### src/trim_ctrl_defines.vh
// Contract
// [RL1] test pattern mode replaces all bus data and over-range flags
// [RL2] pattern identical in interleaved and non-interleaved mode
// [RL3] each port gets its own 12-bit word alternating with its complement
// [RL4] powered-down channel does not output the test pattern
// [RL5] demux pattern: two words, two swapped words, one quiet word
// [RL6] non-demux pattern: quiet, full, quiet, full, quiet, flags follow
// [RL7] trigger_stamp_enable puts trigger state in lsb of all four buses
// [RL8] upper 11 bits carry data; trigger bit has same pipeline latency
// [RL9] trigger arrives on out_clock_reset_in, may be asynchronous
// [RL10] same calibration procedure for power-on, pin or control bit
// [RL11] calibration starts only after low then high minimum durations
// [RL12] pin ORed with control bit in extended mode; both must drop
// [RL13] trim_running high for the whole calibration
// [RL14] power-on calibration waits short or long delay by select pin
// [RL15] toggling trim_delay_select while powered may start calibration
// [RL16] request high at power-on skips power-on calibration
// [RL17] controller holds request high across delay toggle before power-up
// [RL18] controller recalibrates after power-up and large changes
// [RL19] controller avoids control access and clock reset during calibration
// [RL20] trim_sequence_select chooses resistor trim plus linearity or linearity
// [RL21] outputs low during calibration; valid 60 cycles after running falls
// [RL22] pattern advances per word, restarts on entering test mode
// [RL23] trigger passes two synchroniser stages before the data pipeline
`ifndef TRIM_CTRL_DEFINES_VH
`define TRIM_CTRL_DEFINES_VH
`define PAT_Q_WORD 12'h008
`define PAT_I_WORD 12'h010
`define PAT_LEN 3'h5
`define CAL_LOW_MIN 16'h0500
`define CAL_HIGH_MIN 16'h0500
`define CAL_DLY_SHORT 32'h0100_0000
`define CAL_DLY_LONG 32'h4000_0000
`define CAL_RES_CYC 32'h0000_8000
`define CAL_LIN_CYC 32'h0001_0000
`define FLUSH_CYC 8'h3C
`define PIPE_LAT 2
`endif

### src/word_skid.v
`timescale 1ns/1ps
module word_skid #(
  parameter W = 52
) (
  input wire ref_clk,
  input wire srst,
  input wire in_valid,
  output wire in_ready,
  input wire [W-1:0] in_data,
  output wire out_valid,
  input wire out_ready,
  output wire [W-1:0] out_data
);
  // ----------------------------------------
  // two-entry buffer
  // ----------------------------------------
  reg [W-1:0] mem_q [0:1];
  reg wr_q;
  reg rd_q;
  reg [1:0] cnt_q;
  wire push;
  wire pop;
  assign in_ready = (cnt_q != 2'h2);
  assign out_valid = (cnt_q != 2'h0);
  assign out_data = mem_q[rd_q];
  assign push = in_valid & in_ready;
  assign pop = out_valid & out_ready;
  always @(posedge ref_clk) begin
    if (srst) begin
      wr_q <= 1'b0;
      rd_q <= 1'b0;
      cnt_q <= 2'h0;
    end else begin
      if (push) begin
        mem_q[wr_q] <= in_data;
        wr_q <= ~wr_q;
      end
      if (pop)
        rd_q <= ~rd_q;
      if (push & ~pop)
        cnt_q <= cnt_q + 2'h1;
      else if (pop & ~push)
        cnt_q <= cnt_q - 2'h1;
    end
  end
endmodule

### src/adc_test_pattern_timestamp_cal_ctrl.v
`timescale 1ns/1ps
`include "trim_ctrl_defines.vh"
module adc_test_pattern_timestamp_cal_ctrl #(
  parameter [15:0] LOW_MIN = `CAL_LOW_MIN,
  parameter [15:0] HIGH_MIN = `CAL_HIGH_MIN,
  parameter [31:0] DLY_SHORT = `CAL_DLY_SHORT,
  parameter [31:0] DLY_LONG = `CAL_DLY_LONG,
  parameter [31:0] RES_CYC = `CAL_RES_CYC,
  parameter [31:0] LIN_CYC = `CAL_LIN_CYC
) (
  input wire ref_clk,
  input wire srst,
  input wire [11:0] q_conv_in,
  input wire [11:0] i_conv_in,
  input wire [11:0] q_conv_early_in,
  input wire [11:0] i_conv_early_in,
  input wire q_range_in,
  input wire i_range_in,
  input wire word_strobe,
  input wire test_pattern_en,
  input wire demux_mode,
  input wire interleaved_mode,
  input wire q_power_down,
  input wire i_power_down,
  input wire trigger_stamp_enable,
  input wire out_clock_reset_in,
  input wire trim_request,
  input wire trim_request_bit,
  input wire extended_control_mode,
  input wire trim_delay_select,
  input wire trim_sequence_select,
  input wire rx_ready,
  output reg [11:0] q_delayed_bus,
  output reg [11:0] i_delayed_bus,
  output reg [11:0] q_bus_main,
  output reg [11:0] i_bus_main,
  output reg q_overrange_flag,
  output reg i_overrange_flag,
  output reg out_valid,
  output reg trim_running,
  output reg trim_resistor_phase,
  output reg data_valid
);
  // ----------------------------------------
  // state encoding
  // ----------------------------------------
  localparam [4:0] S_PWR = 5'h01;
  localparam [4:0] S_IDLE = 5'h02;
  localparam [4:0] S_RES = 5'h04;
  localparam [4:0] S_LIN = 5'h08;
  localparam [4:0] S_FLUSH = 5'h10;

  function [23:0] pat_pair;
    input [11:0] w;
    input full;
    begin
      pat_pair = full ? {~w, w} : {w, w};
    end
  endfunction

  // ----------------------------------------
  // input synchronisers
  // ----------------------------------------
  reg trig_s1_q;
  reg trig_s2_q;
  reg req_s1_q;
  reg req_s2_q;
  reg dly_s1_q;
  reg dly_s2_q;
  reg dly_last_q;
  always @(posedge ref_clk) begin
    if (srst) begin
      trig_s1_q <= 1'b0;
      trig_s2_q <= 1'b0;
      req_s1_q <= 1'b0;
      req_s2_q <= 1'b0;
      dly_s1_q <= 1'b0;
      dly_s2_q <= 1'b0;
    end else begin
      trig_s1_q <= out_clock_reset_in; // RL9
      trig_s2_q <= trig_s1_q; // RL23
      req_s1_q <= trim_request;
      req_s2_q <= req_s1_q;
      dly_s1_q <= trim_delay_select;
      dly_s2_q <= dly_s1_q;
    end
  end

  wire req_comb = req_s2_q | (extended_control_mode & trim_request_bit); // RL12

  // ----------------------------------------
  // calibration sequencer
  // ----------------------------------------
  reg [4:0] st_q;
  reg [31:0] cnt_q;
  reg [15:0] lo_q;
  reg [15:0] hi_q;
  reg armed_q;
  reg boot_q;
  reg [4:0] st_d;
  reg [31:0] cnt_d;
  wire dly_toggle = ~boot_q & (dly_s2_q != dly_last_q);
  wire cmd_go = armed_q & (hi_q >= HIGH_MIN); // RL11
  wire [31:0] pwr_dly = dly_s2_q ? DLY_LONG : DLY_SHORT; // RL14
  wire [31:0] first_len = trim_sequence_select ? RES_CYC : LIN_CYC;

  always @* begin
    st_d = st_q;
    cnt_d = cnt_q + 32'h1;
    case (st_q)
      S_PWR: begin
        if (!boot_q && req_comb) begin
          st_d = S_IDLE; // RL16
          cnt_d = 32'h0;
        end else if (!boot_q && cnt_q >= pwr_dly) begin
          st_d = trim_sequence_select ? S_RES : S_LIN; // RL10
          cnt_d = 32'h0;
        end
      end
      S_IDLE: begin
        cnt_d = 32'h0;
        if (cmd_go || dly_toggle) // RL15
          st_d = trim_sequence_select ? S_RES : S_LIN; // RL20
      end
      S_RES: begin
        if (cnt_q >= first_len - 32'h1) begin
          st_d = S_LIN;
          cnt_d = 32'h0;
        end
      end
      S_LIN: begin
        if (cnt_q >= LIN_CYC - 32'h1) begin
          st_d = S_FLUSH;
          cnt_d = 32'h0;
        end
      end
      S_FLUSH: begin
        if (cnt_q >= {24'h0, `FLUSH_CYC} - 32'h1) begin
          st_d = S_IDLE; // RL21
          cnt_d = 32'h0;
        end
      end
      default: begin
        st_d = S_IDLE;
        cnt_d = 32'h0;
      end
    endcase
  end

  always @(posedge ref_clk) begin
    if (srst) begin
      st_q <= S_PWR;
      cnt_q <= 32'h0;
      lo_q <= 16'h0;
      hi_q <= 16'h0;
      armed_q <= 1'b0;
      boot_q <= 1'b1;
      dly_last_q <= 1'b0;
      trim_running <= 1'b0;
      trim_resistor_phase <= 1'b0;
      data_valid <= 1'b0;
    end else begin
      boot_q <= 1'b0;
      dly_last_q <= dly_s2_q;
      st_q <= st_d;
      cnt_q <= cnt_d;
      if (req_comb) begin
        lo_q <= 16'h0;
        if (hi_q != 16'hFFFF)
          hi_q <= hi_q + 16'h1;
      end else begin
        hi_q <= 16'h0;
        armed_q <= armed_q | (lo_q >= LOW_MIN);
        if (lo_q != 16'hFFFF)
          lo_q <= lo_q + 16'h1;
      end
      if ((st_q == S_IDLE) && cmd_go)
        armed_q <= 1'b0; // RL12
      trim_running <= (st_d == S_RES) | (st_d == S_LIN); // RL13
      trim_resistor_phase <= (st_d == S_RES);
      data_valid <= (st_d == S_IDLE); // RL21
    end
  end

  // ----------------------------------------
  // pattern generator
  // ----------------------------------------
  reg [2:0] pidx_q;
  reg tp_last_q;
  wire tp_start = test_pattern_en & ~tp_last_q;
  always @(posedge ref_clk) begin
    if (srst) begin
      pidx_q <= 3'h0;
      tp_last_q <= 1'b0;
    end else begin
      tp_last_q <= test_pattern_en;
      if (tp_start)
        pidx_q <= 3'h0; // RL22
      else if (word_strobe)
        pidx_q <= (pidx_q == `PAT_LEN - 3'h1) ? 3'h0 : pidx_q + 3'h1;
    end
  end

  // demux: 0,1 delayed full; 2,3 main full; 4 quiet
  wire dm_dly_full = (pidx_q == 3'h0) | (pidx_q == 3'h1); // RL5
  wire dm_main_full = (pidx_q == 3'h2) | (pidx_q == 3'h3);
  wire nd_full = (pidx_q == 3'h1) | (pidx_q == 3'h3); // RL6
  wire [23:0] q_pair_d = pat_pair(`PAT_Q_WORD, dm_dly_full);
  wire [23:0] i_pair_d = pat_pair(`PAT_I_WORD, dm_dly_full);
  wire m_full = demux_mode ? dm_main_full : nd_full;
  wire [23:0] q_pair_m = pat_pair(`PAT_Q_WORD, m_full); // RL3
  wire [23:0] i_pair_m = pat_pair(`PAT_I_WORD, m_full);
  wire pat_flag = demux_mode ? (pidx_q != 3'h4) : nd_full;

  // ----------------------------------------
  // data path with trigger stamp
  // ----------------------------------------
  reg [49:0] pipe_q [0:`PIPE_LAT-1];
  reg [49:0] sel_d;
  wire [49:0] conv_word = {q_range_in, i_range_in, q_conv_early_in,
    i_conv_early_in, q_conv_in, i_conv_in};
  always @* begin
    sel_d = conv_word;
    if (trigger_stamp_enable) begin
      sel_d[36] = trig_s2_q; // RL7
      sel_d[24] = trig_s2_q;
      sel_d[12] = trig_s2_q;
      sel_d[0] = trig_s2_q; // RL8
    end
    if (test_pattern_en) begin
      // interleaved_mode does not change the pattern
      sel_d = {pat_flag, pat_flag, q_pair_d[23:12], i_pair_d[23:12],
        q_pair_m[23:12], i_pair_m[23:12]}; // RL1 RL2
      if (q_power_down) begin
        sel_d[49] = 1'b0; // RL4
        sel_d[47:36] = 12'h000;
        sel_d[23:12] = 12'h000;
      end
      if (i_power_down) begin
        sel_d[48] = 1'b0;
        sel_d[35:24] = 12'h000;
        sel_d[11:0] = 12'h000;
      end
    end
    if (!data_valid)
      sel_d = 50'h0; // RL21
  end

  genvar g;
  generate
    for (g = 0; g < `PIPE_LAT; g = g + 1) begin : stage
      always @(posedge ref_clk) begin
        if (srst)
          pipe_q[g] <= 50'h0;
        else if (word_strobe)
          pipe_q[g] <= (g == 0) ? sel_d : pipe_q[(g == 0) ? 0 : g - 1]; // RL8
      end
    end
  endgenerate

  // ----------------------------------------
  // output buffer
  // ----------------------------------------
  wire buf_in_ready;
  wire buf_valid;
  wire [49:0] buf_data;
  reg push_q;
  always @(posedge ref_clk) begin
    if (srst)
      push_q <= 1'b0;
    else
      push_q <= word_strobe;
  end

  word_skid #(
    .W(50)
  ) u_skid (
    .ref_clk(ref_clk),
    .srst(srst),
    .in_valid(push_q),
    .in_ready(buf_in_ready),
    .in_data(pipe_q[`PIPE_LAT-1]),
    .out_valid(buf_valid),
    .out_ready(rx_ready),
    .out_data(buf_data)
  );

  always @(posedge ref_clk) begin
    if (srst) begin
      q_overrange_flag <= 1'b0;
      i_overrange_flag <= 1'b0;
      q_delayed_bus <= 12'h000;
      i_delayed_bus <= 12'h000;
      q_bus_main <= 12'h000;
      i_bus_main <= 12'h000;
      out_valid <= 1'b0;
    end else begin
      out_valid <= buf_valid & rx_ready;
      if (!data_valid) begin
        q_overrange_flag <= 1'b0; // RL21
        i_overrange_flag <= 1'b0;
        q_delayed_bus <= 12'h000;
        i_delayed_bus <= 12'h000;
        q_bus_main <= 12'h000;
        i_bus_main <= 12'h000;
      end else if (buf_valid & rx_ready) begin
        q_overrange_flag <= buf_data[49];
        i_overrange_flag <= buf_data[48];
        q_delayed_bus <= buf_data[47:36];
        i_delayed_bus <= buf_data[35:24];
        q_bus_main <= buf_data[23:12];
        i_bus_main <= buf_data[11:0];
      end
    end
  end
endmodule

### config.mk
export PLATFORM = sky130hd
export DESIGN_NAME = adc_test_pattern_timestamp_cal_ctrl
export DESIGN_NICKNAME = d
export VERILOG_FILES = /design/src/word_skid.v /design/src/adc_test_pattern_timestamp_cal_ctrl.v
export VERILOG_INCLUDE_DIRS = /design/src
export SDC_FILE = /design/constraint.sdc
export NUM_CORES = 1
export LEC_CHECK = 0
export ABC_AREA = 1
export BUFFER_PORTS_ARGS = -buffer_cell sky130_fd_sc_hd__buf_2
export CAP_MARGIN = 10
export CORE_MARGIN = 2
export CORE_UTILIZATION = 35
export DETAILED_ROUTE_END_ITERATION = 12
export GPL_ROUTABILITY_DRIVEN = 0
export GPL_TIMING_DRIVEN = 1
export MAX_ROUTING_LAYER = met4
export PLACE_DENSITY_LB_ADDON = 0.12
export SLEW_MARGIN = 10
export SYNTH_ARGS = -nofsm -noshare
export SYNTH_HDL_FRONTEND = slang
export SYNTH_HIERARCHICAL = 1
export SYNTH_SLANG_ARGS = --single-unit
### constraint.sdc
create_clock -name ref_clk -period 6.7 [get_ports ref_clk]
set_clock_uncertainty 0.05 [all_clocks]
set_input_delay 0.335 -clock ref_clk [delete_from_list [all_inputs] [get_ports ref_clk]]
set_output_delay 0.335 -clock ref_clk [all_outputs]
set_load 0.02 [all_outputs]
# Yosys cells after proc, flatten, opt, wreduce, memory -nomap -nowiden
# Memories as Yosys holds them, arrays and structs flattened. A register that Yosys moved wholly into a read port is not among the register bits.
# Index checks and enable logic that the tools add are counted.
[totals] reg_bits=91 latch_bits=0 ramBits=200 mem_bits_ro=0 inputBits=66 out_inout_bits=54 wordCells=139 memories=2
[op_classes] n_addsub=7 multipliers=0 div_mod_pow=0 n_lt_le_gt_ge=6 eq_ne=17 shift=0 mux=47 bitwise_logic=24 n_reduce_logical=13
[memory_table] name="pipe_q" words=2 word_bits=50 read_ports=2 rd_ports_with_merged_regs=0 wr=2 line_no="adc_test_pattern_timestamp_cal_ctrl.v:218" source="reg [49:0] pipe_q [0:`PIPE_LAT-1];"
[memory_table] name="u_skid.mem_q" words=2 word_bits=50 read_ports=1 rd_ports_with_merged_regs=1 wr=1 line_no="word_skid.v:17" source="reg [W-1:0] mem_q [0:1];"
[op_table] op="50-bit two-way mux" n=4
[op_table] op="32-bit two-way mux" n=5
[op_table] op="32-bit case mux with 4 select lines" n=1
[op_table] op="24-bit two-way mux" n=4
[op_table] op="12-bit two-way mux" n=4
[op_table] op="16-bit by 1-bit adder with 16-bit output, second input constant" n=2
[op_table] op="32-bit by 1-bit adder with 32-bit output, second input constant" n=1
[op_table] op="16-bit by 11-bit >= comparator with 1-bit output, second input constant" n=2
[op_table] op="32-bit by 16-bit >= comparator with 1-bit output, second input constant" n=1
[op_table] op="32-bit by 31-bit >= comparator with 1-bit output" n=1
[op_table] op="32-bit >= comparator" n=1
[op_table] op="32-bit by 6-bit >= comparator with 1-bit output, second input constant" n=1
[op_table] op="16-bit != test, second input constant" n=2
[op_table] op="31-bit two-way mux" n=1
[op_table] op="5-bit two-way mux" n=6
[op_table] op="5-bit case mux with 5 select lines" n=1
[op_table] op="17-bit by 1-bit subtractor with 18-bit output, second input constant" n=1
[op_table] op="17-bit two-way mux" n=1
[op_table] op="1-bit two-way mux" n=16
[op_table] op="5-bit by 2-bit == test with 1-bit output, second input constant" n=2
[op_table] op="5-bit by 3-bit == test with 1-bit output, second input constant" n=2
[op_table] op="5-bit by 4-bit == test with 1-bit output, second input constant" n=2
[op_table] op="2-bit OR reduction" n=5
[op_table] op="1-bit AND" n=8
[op_table] op="other kinds (21)" n=40

# Logic depth before layout (Yosys ltp)
# Gate-level depths: netlist (run 1).
[depth] ltp_word=8 mapped_depth=13 mapped_depth_nobuf=12

# By module
# Netlist (run 1), hierarchy kept.
[modules_own_cells] mod="adc_test_pattern_timestamp_cal_ctrl" n_inst=1 cells_each=1241 area_each_um2=10443.8 seq_area_each_um2=5745.5
[modules_own_cells] mod="word_skid" n_inst=1 cells_each=193 area_each_um2=4105.2 seq_area_each_um2=3103.0

# Worst setup path after synthesis (run 1)
# No wires, ideal clock.
[synth_path] kind="register to register" startpoint="reg u_skid.cnt_q[0]" endpoint="mem u_skid.mem_q[1][0], enable pin" setup_ps=519 arrival_time_ps=3910 required_time_ps=6131 setup_slack_ps=2220 path_stages_with_launch=5 path_buffers=0 synth_period_minus_slack_ps=4480 path_cell_list="dfxtp_1 inv_1 nand2_1 nand2_1 nor3_1"
[synth_between] elab_chain_cells=5
[synth_rtl] element="start: declaration" line_no="word_skid.v:20" source="reg [1:0] cnt_q;"
[synth_rtl] element="start signal: assignment" line_no="word_skid.v:41" source="cnt_q <= cnt_q + 2'h1;"
[synth_rtl] element="start signal: assignment" line_no="word_skid.v:43" source="cnt_q <= cnt_q - 2'h1;"
[synth_rtl] element="2-bit != test" line_no="word_skid.v:23" source="assign in_ready = (cnt_q != 2'h2);"
[synth_rtl] element="via buf_in_ready" line_no="adc_test_pattern_timestamp_cal_ctrl.v:264" source="wire buf_in_ready;"
[synth_rtl] element="1-bit AND" line_no="word_skid.v:26" source="assign push = in_valid & in_ready;"
[synth_rtl] element="1-bit two-way mux" line_no="word_skid.v:34" source="if (push) begin"
[synth_rtl] element="1-bit two-way mux" line_no="word_skid.v:29" source="if (srst) begin"
[synth_rtl] element="1-bit two-way mux (implied by the code)" line_no="word_skid.v:35" source="mem_q[wr_q] <= in_data;"
[synth_rtl] element="end: declaration" line_no="word_skid.v:17"
# The timed path passes the listed nets, and every way through them passes these cells.

==> summary.txt, run 1 <==
Run status
  – Status: complete, no violations

Global route
  – GRT Resource Usage Total: 0.151
  – Total global routing overflow: 0
  – Antenna violations before repair: 3
  – Pin count of the biggest net entering global routing: 55
  – Vias in the first global route: 9484
  – First-pass GRT wire length: 50300 um

Worst hold path
  – Hold path cells: 3
  – Hold path start: rx_ready
  – Worst Hold Class: input port to register

Floorplan
  – Starting Density: 0.356
  – Num ports: 120
  – Chip width: 208 um
  – Die ar.: 0.0432 mm2
  – Chip height: 208 um
  – Core Footprint: 0.0409 mm2
  – Rows: 74

STA
  – Final hold violation count: 0
  – Unrepaired setup endpoints after global routing: false
  – Tcrit/Tclk final: 0.350
  – Max Clock Freq: 427 MHz
  – Setup TNS: 0 ns
  – Worst-margin pin slew: 1.03 ns
  – PnR worst setup slack: 4.36 ns
  – Rel. slew slack: 0.315
  – Min cycle time layout: 2.34 ns
  – Slew Limit Fails: 0
  – Final setup fails: 0

Pwr
  – NetSw: 1.22 mW
  – Worst vdd ir: 154 uV
  – Gate power share: 0.092
  – Flop pwr share: 0.484
  – Static Leakage: 6.64 nW
  – Sw Share: 0.246
  – Internal: 3.72 mW
  – Overall power: 4.93 mW
  – P per Cell Area: 291 mW/mm2
  – Clock share of power: 0.424

Clocking
  – Root Driver: clkbuf_16
  – Post-CTS Setup Inserts: 0
  – Maximum clock path buffer count: 3
  – Clock-pin slew on the worst setup and hold paths: 0.06 ns
  – Clock tree sinks: 342
  – Clock latency on the worst-skew pair: 0.55 ns
  – Total CTS buffers: 40
  – PostCTS Resize Cnt: 0
  – H-tree Lvls: 2
  – CTS tree: done

Final layout
  – Area delta synth->final: 16.4%
  – Fillcell total: 4044
  – Fin util: 0.414
  – Nets@finish: 1642
  – Most frequent cells in the layout: nand2_1, edfxtp_1, inv_1
  – Layout cells sized above 1: 0.185
  – Most common cell after layout, fill and taps aside: nand2_1

Synthesis
  – Post-Syn Area: 0.0145 mm2
  – Synth top area share: 0.413
  – Synthesized area per cell: 10.1 um2
  – Cell taking the most area after synthesis: edfxtp_1
  – Distinct cells, synth: 43
  – Syn Inst Count: 1434
  – EDFF count, synth: 200
  – Sequential-to-total area share from yosys stat: 0.608
  – Synth async-reset ratio: 0
  – Seq cells post-synth: 342
  – Post-Syn Nets: 1515
  – Yosys warns: 6
  – Area contributors post-synth: edfxtp_1, dfxtp_1, nand2_1
  – Primary FF master, synth: edfxtp_1

Place
  – Post-Place Worst Slack: 3.72 ns
  – DP HPWL: 19900 um
  – Port buffer count: 118

Detailed routing
  – Drt drc: 0
  – Final ANT Viol Nets: 0
  – Avg WL per Cell: 14.8 um
  – Vias: 9692
  – Post-Route WL: 31400 um
  – Vias per cell: 4.55
  – DRT Pass-1 Iters: 5
  – DR iter-0 viols: 546

Worst setup path
  – CP required: 6.82 ns
  – Origin of the critical flop-to-flop path: req_s2_q
  – Arr. time, crit path: 2.47 ns
  – Setup crit start kind: input port
  – CP Max Fanout: 52
  – Critical path cell sequence: buf_2 > inv_1 > nand2_4 > buf_4
  – Critical Path Max Stage Delay: 0.69 ns
  – Top Family by Delay on Critical Path: buffers and inverters
  – Worst R2R Path Depth: 7
  – Reg2reg end: armed_q
  – Worst path slowest cell: buf_4
  – Worst setup EP type: register
  – Setup Crit Path Kind: input port to register
  – Worst R2R Setup Slack: 4.53 ns
  – Worst Path Buf+Inv: 3

Job
  – Max_cap viols: 0
stage by stage:
| step | instance area, um2 | std cells | hold slack, ns |
|---|---|---|---|
| CTS | 16900 | 2125 | 0.0478 |
| detailed placement | 15600 | 2047 | 0.349 |
| floorplan | 14500 | 1434 | 0.313 |
| global route | 16900 | 2128 | 0.0825 |
| finish | 16900 | 2128 | 0.0803 |
| global placement | 15600 | 2047 | 0.348 |
cells in the mapped netlist (2+ instances only):
library cell / instances
nand4_1: 17
or2_1: 2
nand2_4: 2
nor2_1: 161
nor2_4: 16
inv_2: 7
clkbuf_1: 36
inv_1: 169
edfxtp_1: 200
a21oi_1: 124
nor2_2: 16
nand2_2: 7
dfxtp_1: 142
clkinv_1: 2
nand2_1: 295
a31oi_1: 8
nand3_1: 46
buf_12: 6
or2_2: 2
nor4_1: 9
nor3_1: 18
o21ai_0: 35
buf_6: 2
ha_1: 15
nand3b_1: 4
xnor2_1: 10
mux2_4: 50
o211ai_1: 2
xor2_1: 17
sequential cells by signal (all words and copies together) (netlist names), 3 cells and up, named ones only:
| name | count |
|---|---|
| q_delayed_bus | 12 |
| q_bus_main | 12 |
| lo_q | 16 |
| pidx_q | 3 |
| hi_q | 16 |
| i_delayed_bus | 12 |
| i_bus_main | 12 |
| u_skid/mem_q | 100 |
| pipe_q | 100 |
| cnt_q | 32 |
| st_q | 5 |
how the worst max path moves through the flow:
stage / slack [ns] / start / cells after the start / to
detailed placement: 3.72 / srst / 4 / pipe_q[0][32]
CTS: 4.29 / srst / 4 / pipe_q[0][32]
global placement: 3.76 / srst / 4 / pipe_q[0][32]
finish: 4.36 / srst / 4 / pipe_q[1][31]
floorplan: 2.22 / u_skid/cnt_q[0] / 4 / u_skid/mem_q[1][0]
global route: 4.16 / srst / 4 / pipe_q[0][31]
power by group through the flow:
stage	Sequential [mW]	Combinational [mW]	Clock, mW
6_report	2.39	0.452	2.09
5_1_grt	2.40	0.501	2.25
4_1_cts	2.39	0.461	2.16
3_5_place_dp	2.44	0.458	0
3_3_place_gp	2.43	0.454	0
2_1_floorplan	2.41	0.360	0
cell families after synthesis:
logic type,count (synthesis),synth area share
DFF,342,0.608
AOI/OAI and AO/OA,178,0.0636
xor gates and xnor gates,27,0.0163
and+or+nand+nor,599,0.182
adders and majority gates,15,0.0129
muxes,50,0.0516
buffers and inverters,223,0.0654
final cells by class:
type | instances | area (um2) | area share
tap | 532 | 666 | 0.0393
sequential | 342 | 8850 | 0.523
antenna | 3 | 7.51 | 0.000443
clock buffer | 56 | 1130 | 0.0668
inverter | 178 | 668 | 0.0394
multi-input combinational | 869 | 4780 | 0.282
clock inverter | 18 | 146 | 0.00864
timing repair buffer | 130 | 691 | 0.0408
timing repair:
item                       in CTS  in global routing
hold buffers                    4                  0
hold endpoints to repair        5                  0
setup endpoints to repair       0                  0
tightest hold or removal path, cell delays in order:
cell and delay [ns]:
buf_2 0.13, a21oi_1 0.09, nor2_1 0.09
per-layer routing:
| layer | vias up | global-route usage | routed length [um] |
|---|---|---|---|
| li1 | 4978 | - | - |
| met1 | 4485 | 0.194 | 14800 |
| met2 | 169 | 0.234 | 14300 |
| met3 | 60 | 0.0356 | 1480 |
| met4 | 0 | 0.0509 | 858 |
| met5 | - | - | 0 |
(Power assumes the default switching activity.)
==> run 2, diff against run 1 <==
==> constraint.sdc (replaced) <==
create_clock -name ref_clk -period 2.2 [get_ports ref_clk]
set_clock_uncertainty 0.05 [all_clocks]
set_input_delay 0.11 -clock ref_clk [delete_from_list [all_inputs] [get_ports ref_clk]]
set_output_delay 0.11 -clock ref_clk [all_outputs]
set_load 0.02 [all_outputs]
==> summary.txt, run 2 (synthesis gave the netlist of run 1 again) <==
STA
  – Max Clock Freq: 508 MHz
  – Slew Limit Fails: 0 (unchanged)
  – Min cycle time layout: 1.97 ns
  – Final setup fails: 0 (unchanged)
  – Unrepaired setup endpoints after global routing: true
  – Worst-margin pin slew: 0.647 ns (-0.380 ns)
  – Rel. slew slack: 0.568 (+0.253)
  – Tcrit/Tclk final: 0.895
  – Final hold violation count: 0 (unchanged)
  – Setup TNS: 0 ns (unchanged)

Final layout
  – Nets@finish: 1715 (+4.4%)
  – Area delta synth->final: 22.6%
  – Final non-filler cell total: 2206 (+3.7%)
  – Fillcell total: 4002 (-1.0%)
  – Multi-input combinational cell area: 0.00481 mm2 (+0.68%)
  – Most common cell after layout, fill and taps aside: nand2_1
  – Most frequent cells in the layout: nand2_1, edfxtp_1, inv_1
  – FF+latch area: 0.00885 mm2 (unchanged)
  – Layout cells sized above 1: 0.187 (+0.00209)
  – Top flop regs: pipe_q (100), u_skid/mem_q (100), cnt_q (32)

Pwr
  – Static Leakage: 7.02 nW (+5.8%)
  – P per Cell Area: 863 mW/mm2 (+200%)
  – Worst vdd ir: 461 uV (+200%)
  – Overall power: 15.4 mW (+210%)

Run status
  – Status: complete, no violations

Floorplan
  – Die ar.: 0.0432 mm2 (unchanged)
  – Rows: 74 (unchanged)
  – Num ports: 120 (unchanged)
  – Chip height: 208 um (unchanged)
  – Core Footprint: 0.0409 mm2 (unchanged)
  – Chip width: 208 um (unchanged)
  – Starting Density: 0.356 (unchanged)

Worst setup path
  – Setup crit start kind: register
  – Top Family by Delay on Critical Path: simple AND/OR/NAND/NOR gates
  – CP required: 2.59 ns (-4.23 ns)
  – Setup Crit Path Kind: register to register
  – Arr. time, crit path: 2.36 ns (-0.11 ns)
  – Worst setup EP type: register
  – Critical path depth: 12 (+8)
  – Worst path slowest cell: dfxtp_1
  – Critical Path Max Stage Delay: 0.39 ns (-0.30 ns)
  – Worst R2R Path Depth: 12 (+5)
  – CP Max Fanout: 7 (-87%)
  – Critical path cell sequence: inv_1 > ha_1 > nand3b_1 > nor2_1 > nand2_1 > o21ai_2 > nand2_1 > nand2_1 > nand2_4 > buf_4 > nand3_1 > nor2_1
  – Worst Path Buf+Inv: 2 (-1)
  – Critical path's most frequent cell: nand2_1

Detailed routing
  – Final ANT Viol Nets: 0 (unchanged)
  – Drt drc: 0 (unchanged)
  – Vias: 9990 (+3.1%)
  – DRT Pass-1 Iters: 5 (unchanged)
  – DR iter-0 viols: 535 (-2.0%)
  – Vias per cell: 4.53 (-0.57%)
  – Post-Route WL: 31600 um (+0.62%)
  – Avg WL per Cell: 14.3 um (-2.9%)

Clocking
  – H-tree Lvls: 2 (unchanged)
  – CTS tree: done
  – Root Driver: clkbuf_16
  – Clock tree sinks: 342 (unchanged)
  – Clock latency on the worst-skew pair: 0.55 ns (about the same)
  – Total CTS buffers: 40 (unchanged)
  – Maximum clock path buffer count: 3 (unchanged)
  – Clock-pin slew on the worst setup and hold paths: 0.06 ns (about the same)
  – Post-CTS Setup Inserts: 0 (unchanged)

Global route
  – First-pass GRT wire length: 51300 um (+2.0%)
  – Antenna violations before repair: 8 (+5)
  – Vias in the first global route: 9874 (+4.1%)
  – Pin count of the biggest net entering global routing: 53 (-3.6%)
  – Total global routing overflow: 0 (unchanged)
  – GRT Resource Usage Total: 0.152 (+0.00114)

Worst hold path
  – Worst Hold Class: input port to register
  – Hold path cells: 6 (+3)

Place
  – Placed Instances: 2063 (+0.78%)
  – Port buffer count: 118 (unchanged)
  – DP HPWL: 20500 um (+3.2%)

Job
  – Max_cap viols: 0 (unchanged)
==> run 2: metrics by stage <==
stage	hold slack, ns	setup slack [ns]	area (um2)	utilization
detailed placement	0.266	0.226	15900	0.388
global route	0.0630	-0.00604	17800	0.436
CTS	0.0286	0.201	17800	0.435
finish	0.0172	0.232	17800	0.436
global placement	0.262	0.210	15900	0.388
floorplan	0.0877	0.0191	14600	-
==> run 2: path summary, 6_finish.rpt <==
check | slack (ns) | to | from
setup reg to reg | 0.23 | cnt_q[28] | cnt_q[24]
hold / removal | 0.02 | hi_q[15] | extended_control_mode
hold reg to reg | 0.36 | req_s2_q | req_s1_q
setup / recovery | 0.23 | cnt_q[28] | cnt_q[24]
==> run 2: area by class of cell <==
cell class                 instances  share of cell area
clock inverter                    11             0.00919
inverter                         178              0.0375
multi-input combinational        870               0.270
sequential                       342               0.496
clock buffer                      63              0.0650
tap                              532              0.0373
timing repair buffer             202              0.0839
antenna                            8             0.00112
==> run 2: what timing repair did <==
action | in CTS | in global routing
resized for setup | 0 | 2
endpoints found under the hold margin | 65 | 0
hold buffers | 60 | 0
endpoints found under the setup margin | 0 | 4
==> run 2: worst reg2reg max path, stage by stage, from the launching register on <==
cell and delay [ns]:
dfxtp_1 0.39, inv_1 0.08, ha_1 0.27, nand3b_1 0.07, nor2_1 0.10, nand2_1 0.07
o21ai_2 0.15, nand2_1 0.08, nand2_1 0.15, nand2_4 0.13, buf_4 0.19, nand3_1 0.08
nor2_1 0.04
==> run 2: where the power goes <==
part           internal (mW)  switching, mW  total, mW
logic                  0.660          0.966       1.63
registers               7.06          0.135       7.19
clock network           3.99           2.58       6.57
==> run 2: metal layers <==
layer / GRT usage / routed length [um]
met1: 0.191 / 14600
met2: 0.238 / 14300
met3: 0.0407 / 1850
met4: 0.0494 / 865
met5: - / 0
==> run 3, diff against run 2 <==
--- a/config.mk
+++ b/config.mk
@@ -16,6 +16,7 @@
 export GPL_TIMING_DRIVEN = 1
 export MAX_ROUTING_LAYER = met4
 export PLACE_DENSITY_LB_ADDON = 0.12
+export REMOVE_ABC_BUFFERS = 1
 export SLEW_MARGIN = 10
 export SYNTH_ARGS = -nofsm -noshare
 export SYNTH_HDL_FRONTEND = slang
==> summary.txt, run 3 (synthesis gave the netlist of run 1 again) <==
Run status
  – Status: complete, no violations

Final layout
  – Inserted Diodes: 0 (-8)
  – Multi-input combinational cell area: 0.00483 mm2 (+0.39%)
  – Most frequent cells in the layout: nand2_1, edfxtp_1, inv_1
  – Fillcell total: 3946 (-1.4%)
  – Layout cells sized above 1: 0.187 (-0.000753)
  – Nets@finish: 1712 (-0.17%)
  – FF+latch area: 0.00885 mm2 (unchanged)
  – Area delta synth->final: 22.3%
  – Fin util: 0.435 (-0.00116)
  – Top flop regs: pipe_q (100), u_skid/mem_q (100), cnt_q (32)
  – Most common cell after layout, fill and taps aside: nand2_1

Floorplan
  – Chip width: 208 um (unchanged)
  – Rows: 74 (unchanged)
  – Num ports: 120 (unchanged)
  – Chip height: 208 um (unchanged)
  – Die ar.: 0.0432 mm2 (unchanged)
  – Starting Density: 0.356 (unchanged)
  – Core Footprint: 0.0409 mm2 (unchanged)

Clocking
  – Maximum clock path buffer count: 3 (unchanged)
  – Root Driver: clkbuf_16
  – Clock tree sinks: 342 (unchanged)
  – CTS tree: done
  – Total CTS buffers: 39 (-2.5%)
  – Clock-pin slew on the worst setup and hold paths: 0.06 ns (about the same)
  – Clock latency on the worst-skew pair: 0.55 ns (about the same)
  – H-tree Lvls: 2 (unchanged)
  – Post-CTS Setup Inserts: 0 (unchanged)

Detailed routing
  – DR iter-0 viols: 472 (-12%)
  – Final ANT Viol Nets: 0 (unchanged)
  – Post-Route WL: 32700 um (+3.4%)
  – DRT Pass-1 Iters: 6 (+1)
  – Vias per cell: 4.61 (+1.9%)
  – Vias: 10100 (+1.3%)
  – Avg WL per Cell: 14.9 um (+4.0%)
  – Drt drc: 0 (unchanged)

Pwr
  – Static Leakage: 6.99 nW (-0.45%)
  – Worst vdd ir: 465 uV (+1.0%)
  – P per Cell Area: 866 mW/mm2 (+0.35%)
  – Overall power: 15.4 mW (about the same)

Worst setup path
  – CP required: 2.42 ns (-0.17 ns)
  – Worst R2R Setup Slack: 0.21 ns (-0.03 ns)
  – Worst path slowest cell: dfxtp_1
  – Setup Crit Path Kind: register to register
  – Setup crit start kind: register
  – Arr. time, crit path: 2.21 ns (-0.15 ns)
  – Critical Path Max Stage Delay: 0.40 ns (about the same)
  – Critical path's most frequent cell: inv_1
  – CP Max Fanout: 11 (+4)
  – Worst setup EP type: register
  – Critical path cell sequence: inv_1 > ha_1 > o21ai_0 > inv_1 > nand2_1 > a21oi_1

STA
  – Slew Limit Fails: 0 (unchanged)
  – Max Clock Freq: 501 MHz (-1.3%)
  – Final hold violation count: 0 (unchanged)
  – Min cycle time layout: 1.99 ns (+0.0262 ns)
  – Tcrit/Tclk final: 0.907 (+0.0119)
  – Final Hold Slack: 0.0469 ns (+0.0297 ns)
  – Unrepaired setup endpoints after global routing: false
  – Final setup fails: 0 (unchanged)
  – Rel. slew slack: 0.600 (+0.0320)
  – Worst-margin pin slew: 0.598 ns (-0.0494 ns)

Global route
  – Vias in the first global route: 9830 (-0.45%)
  – Total global routing overflow: 0 (unchanged)
  – Antenna violations before repair: 0 (-8)
  – Pin count of the biggest net entering global routing: 52 (-1.9%)
  – First-pass GRT wire length: 52000 um (+1.4%)
  – GRT Resource Usage Total: 0.155 (+0.00333)

Worst hold path
  – Worst Hold Class: input port to register

Place
  – Port buffer count: 118 (unchanged)
  – DP HPWL: 20800 um (+1.2%)

Job
  – Max_cap viols: 0 (unchanged)
[run 3: worst max-delay path: cells and delay by family, from the launching register on]
family	cells	cell delay (ns)
fa+ha+maj	1	0.21
simple gates	1	0.40
flops	1	0.40
compound gates	2	0.46
buf+inv	2	0.19
[run 3: power breakdown]
part / internal, mW / switching [mW] / total, mW
clock network: 3.95 / 2.61 / 6.56
registers: 7.05 / 0.109 / 7.16
logic: 0.661 / 1.02 / 1.68
[run 3: through the flow]
stage          cell area, um2  std cells  TNS [ns]  worst slack [ns]
6_report                17800       2194         0             0.206
2_1_floorplan           14300       1389   -256.33             -2.28
4_1_cts                 17700       2192         0             0.113
3_5_place_dp            15800       2061         0             0.120
3_3_place_gp            15800       2061         0             0.147
5_1_grt                 17800       2194         0            0.0334
[run 3: metal layers]
layer	global-route usage	vias up	routed length, um
li1	-	5132	-
met1	0.189	4747	14600
met2	0.260	185	15700
met3	0.0277	56	1530
met4	0.0533	0	796
met5	-	-	0
[run 3: repair_timing]
action / 4_1_cts / 5_1_grt
hold endpoints to repair: 79 / 0
setup endpoints to repair: 0 / 25
hold buffers: 59 / 0
resized for setup: 0 / 4
[run 3: worst paths after layout]
path / from / endpoint / depth (start not counted)
max: pidx_q[0] / pipe_q[0][29] / 6
min: q_power_down / pipe_q[0][49] / 4
max reg2reg: pidx_q[0] / pipe_q[0][29] / 6
min reg2reg: trig_s1_q / trig_s2_q / 2
[run 3: layout make-up]
type,count,share of cell area
clock buffer,56,0.0637
clock inverter,16,0.00950
tap,532,0.0374
multi-input combinational,871,0.271
sequential,342,0.498
timing repair buffer,199,0.0827
inverter,178,0.0376
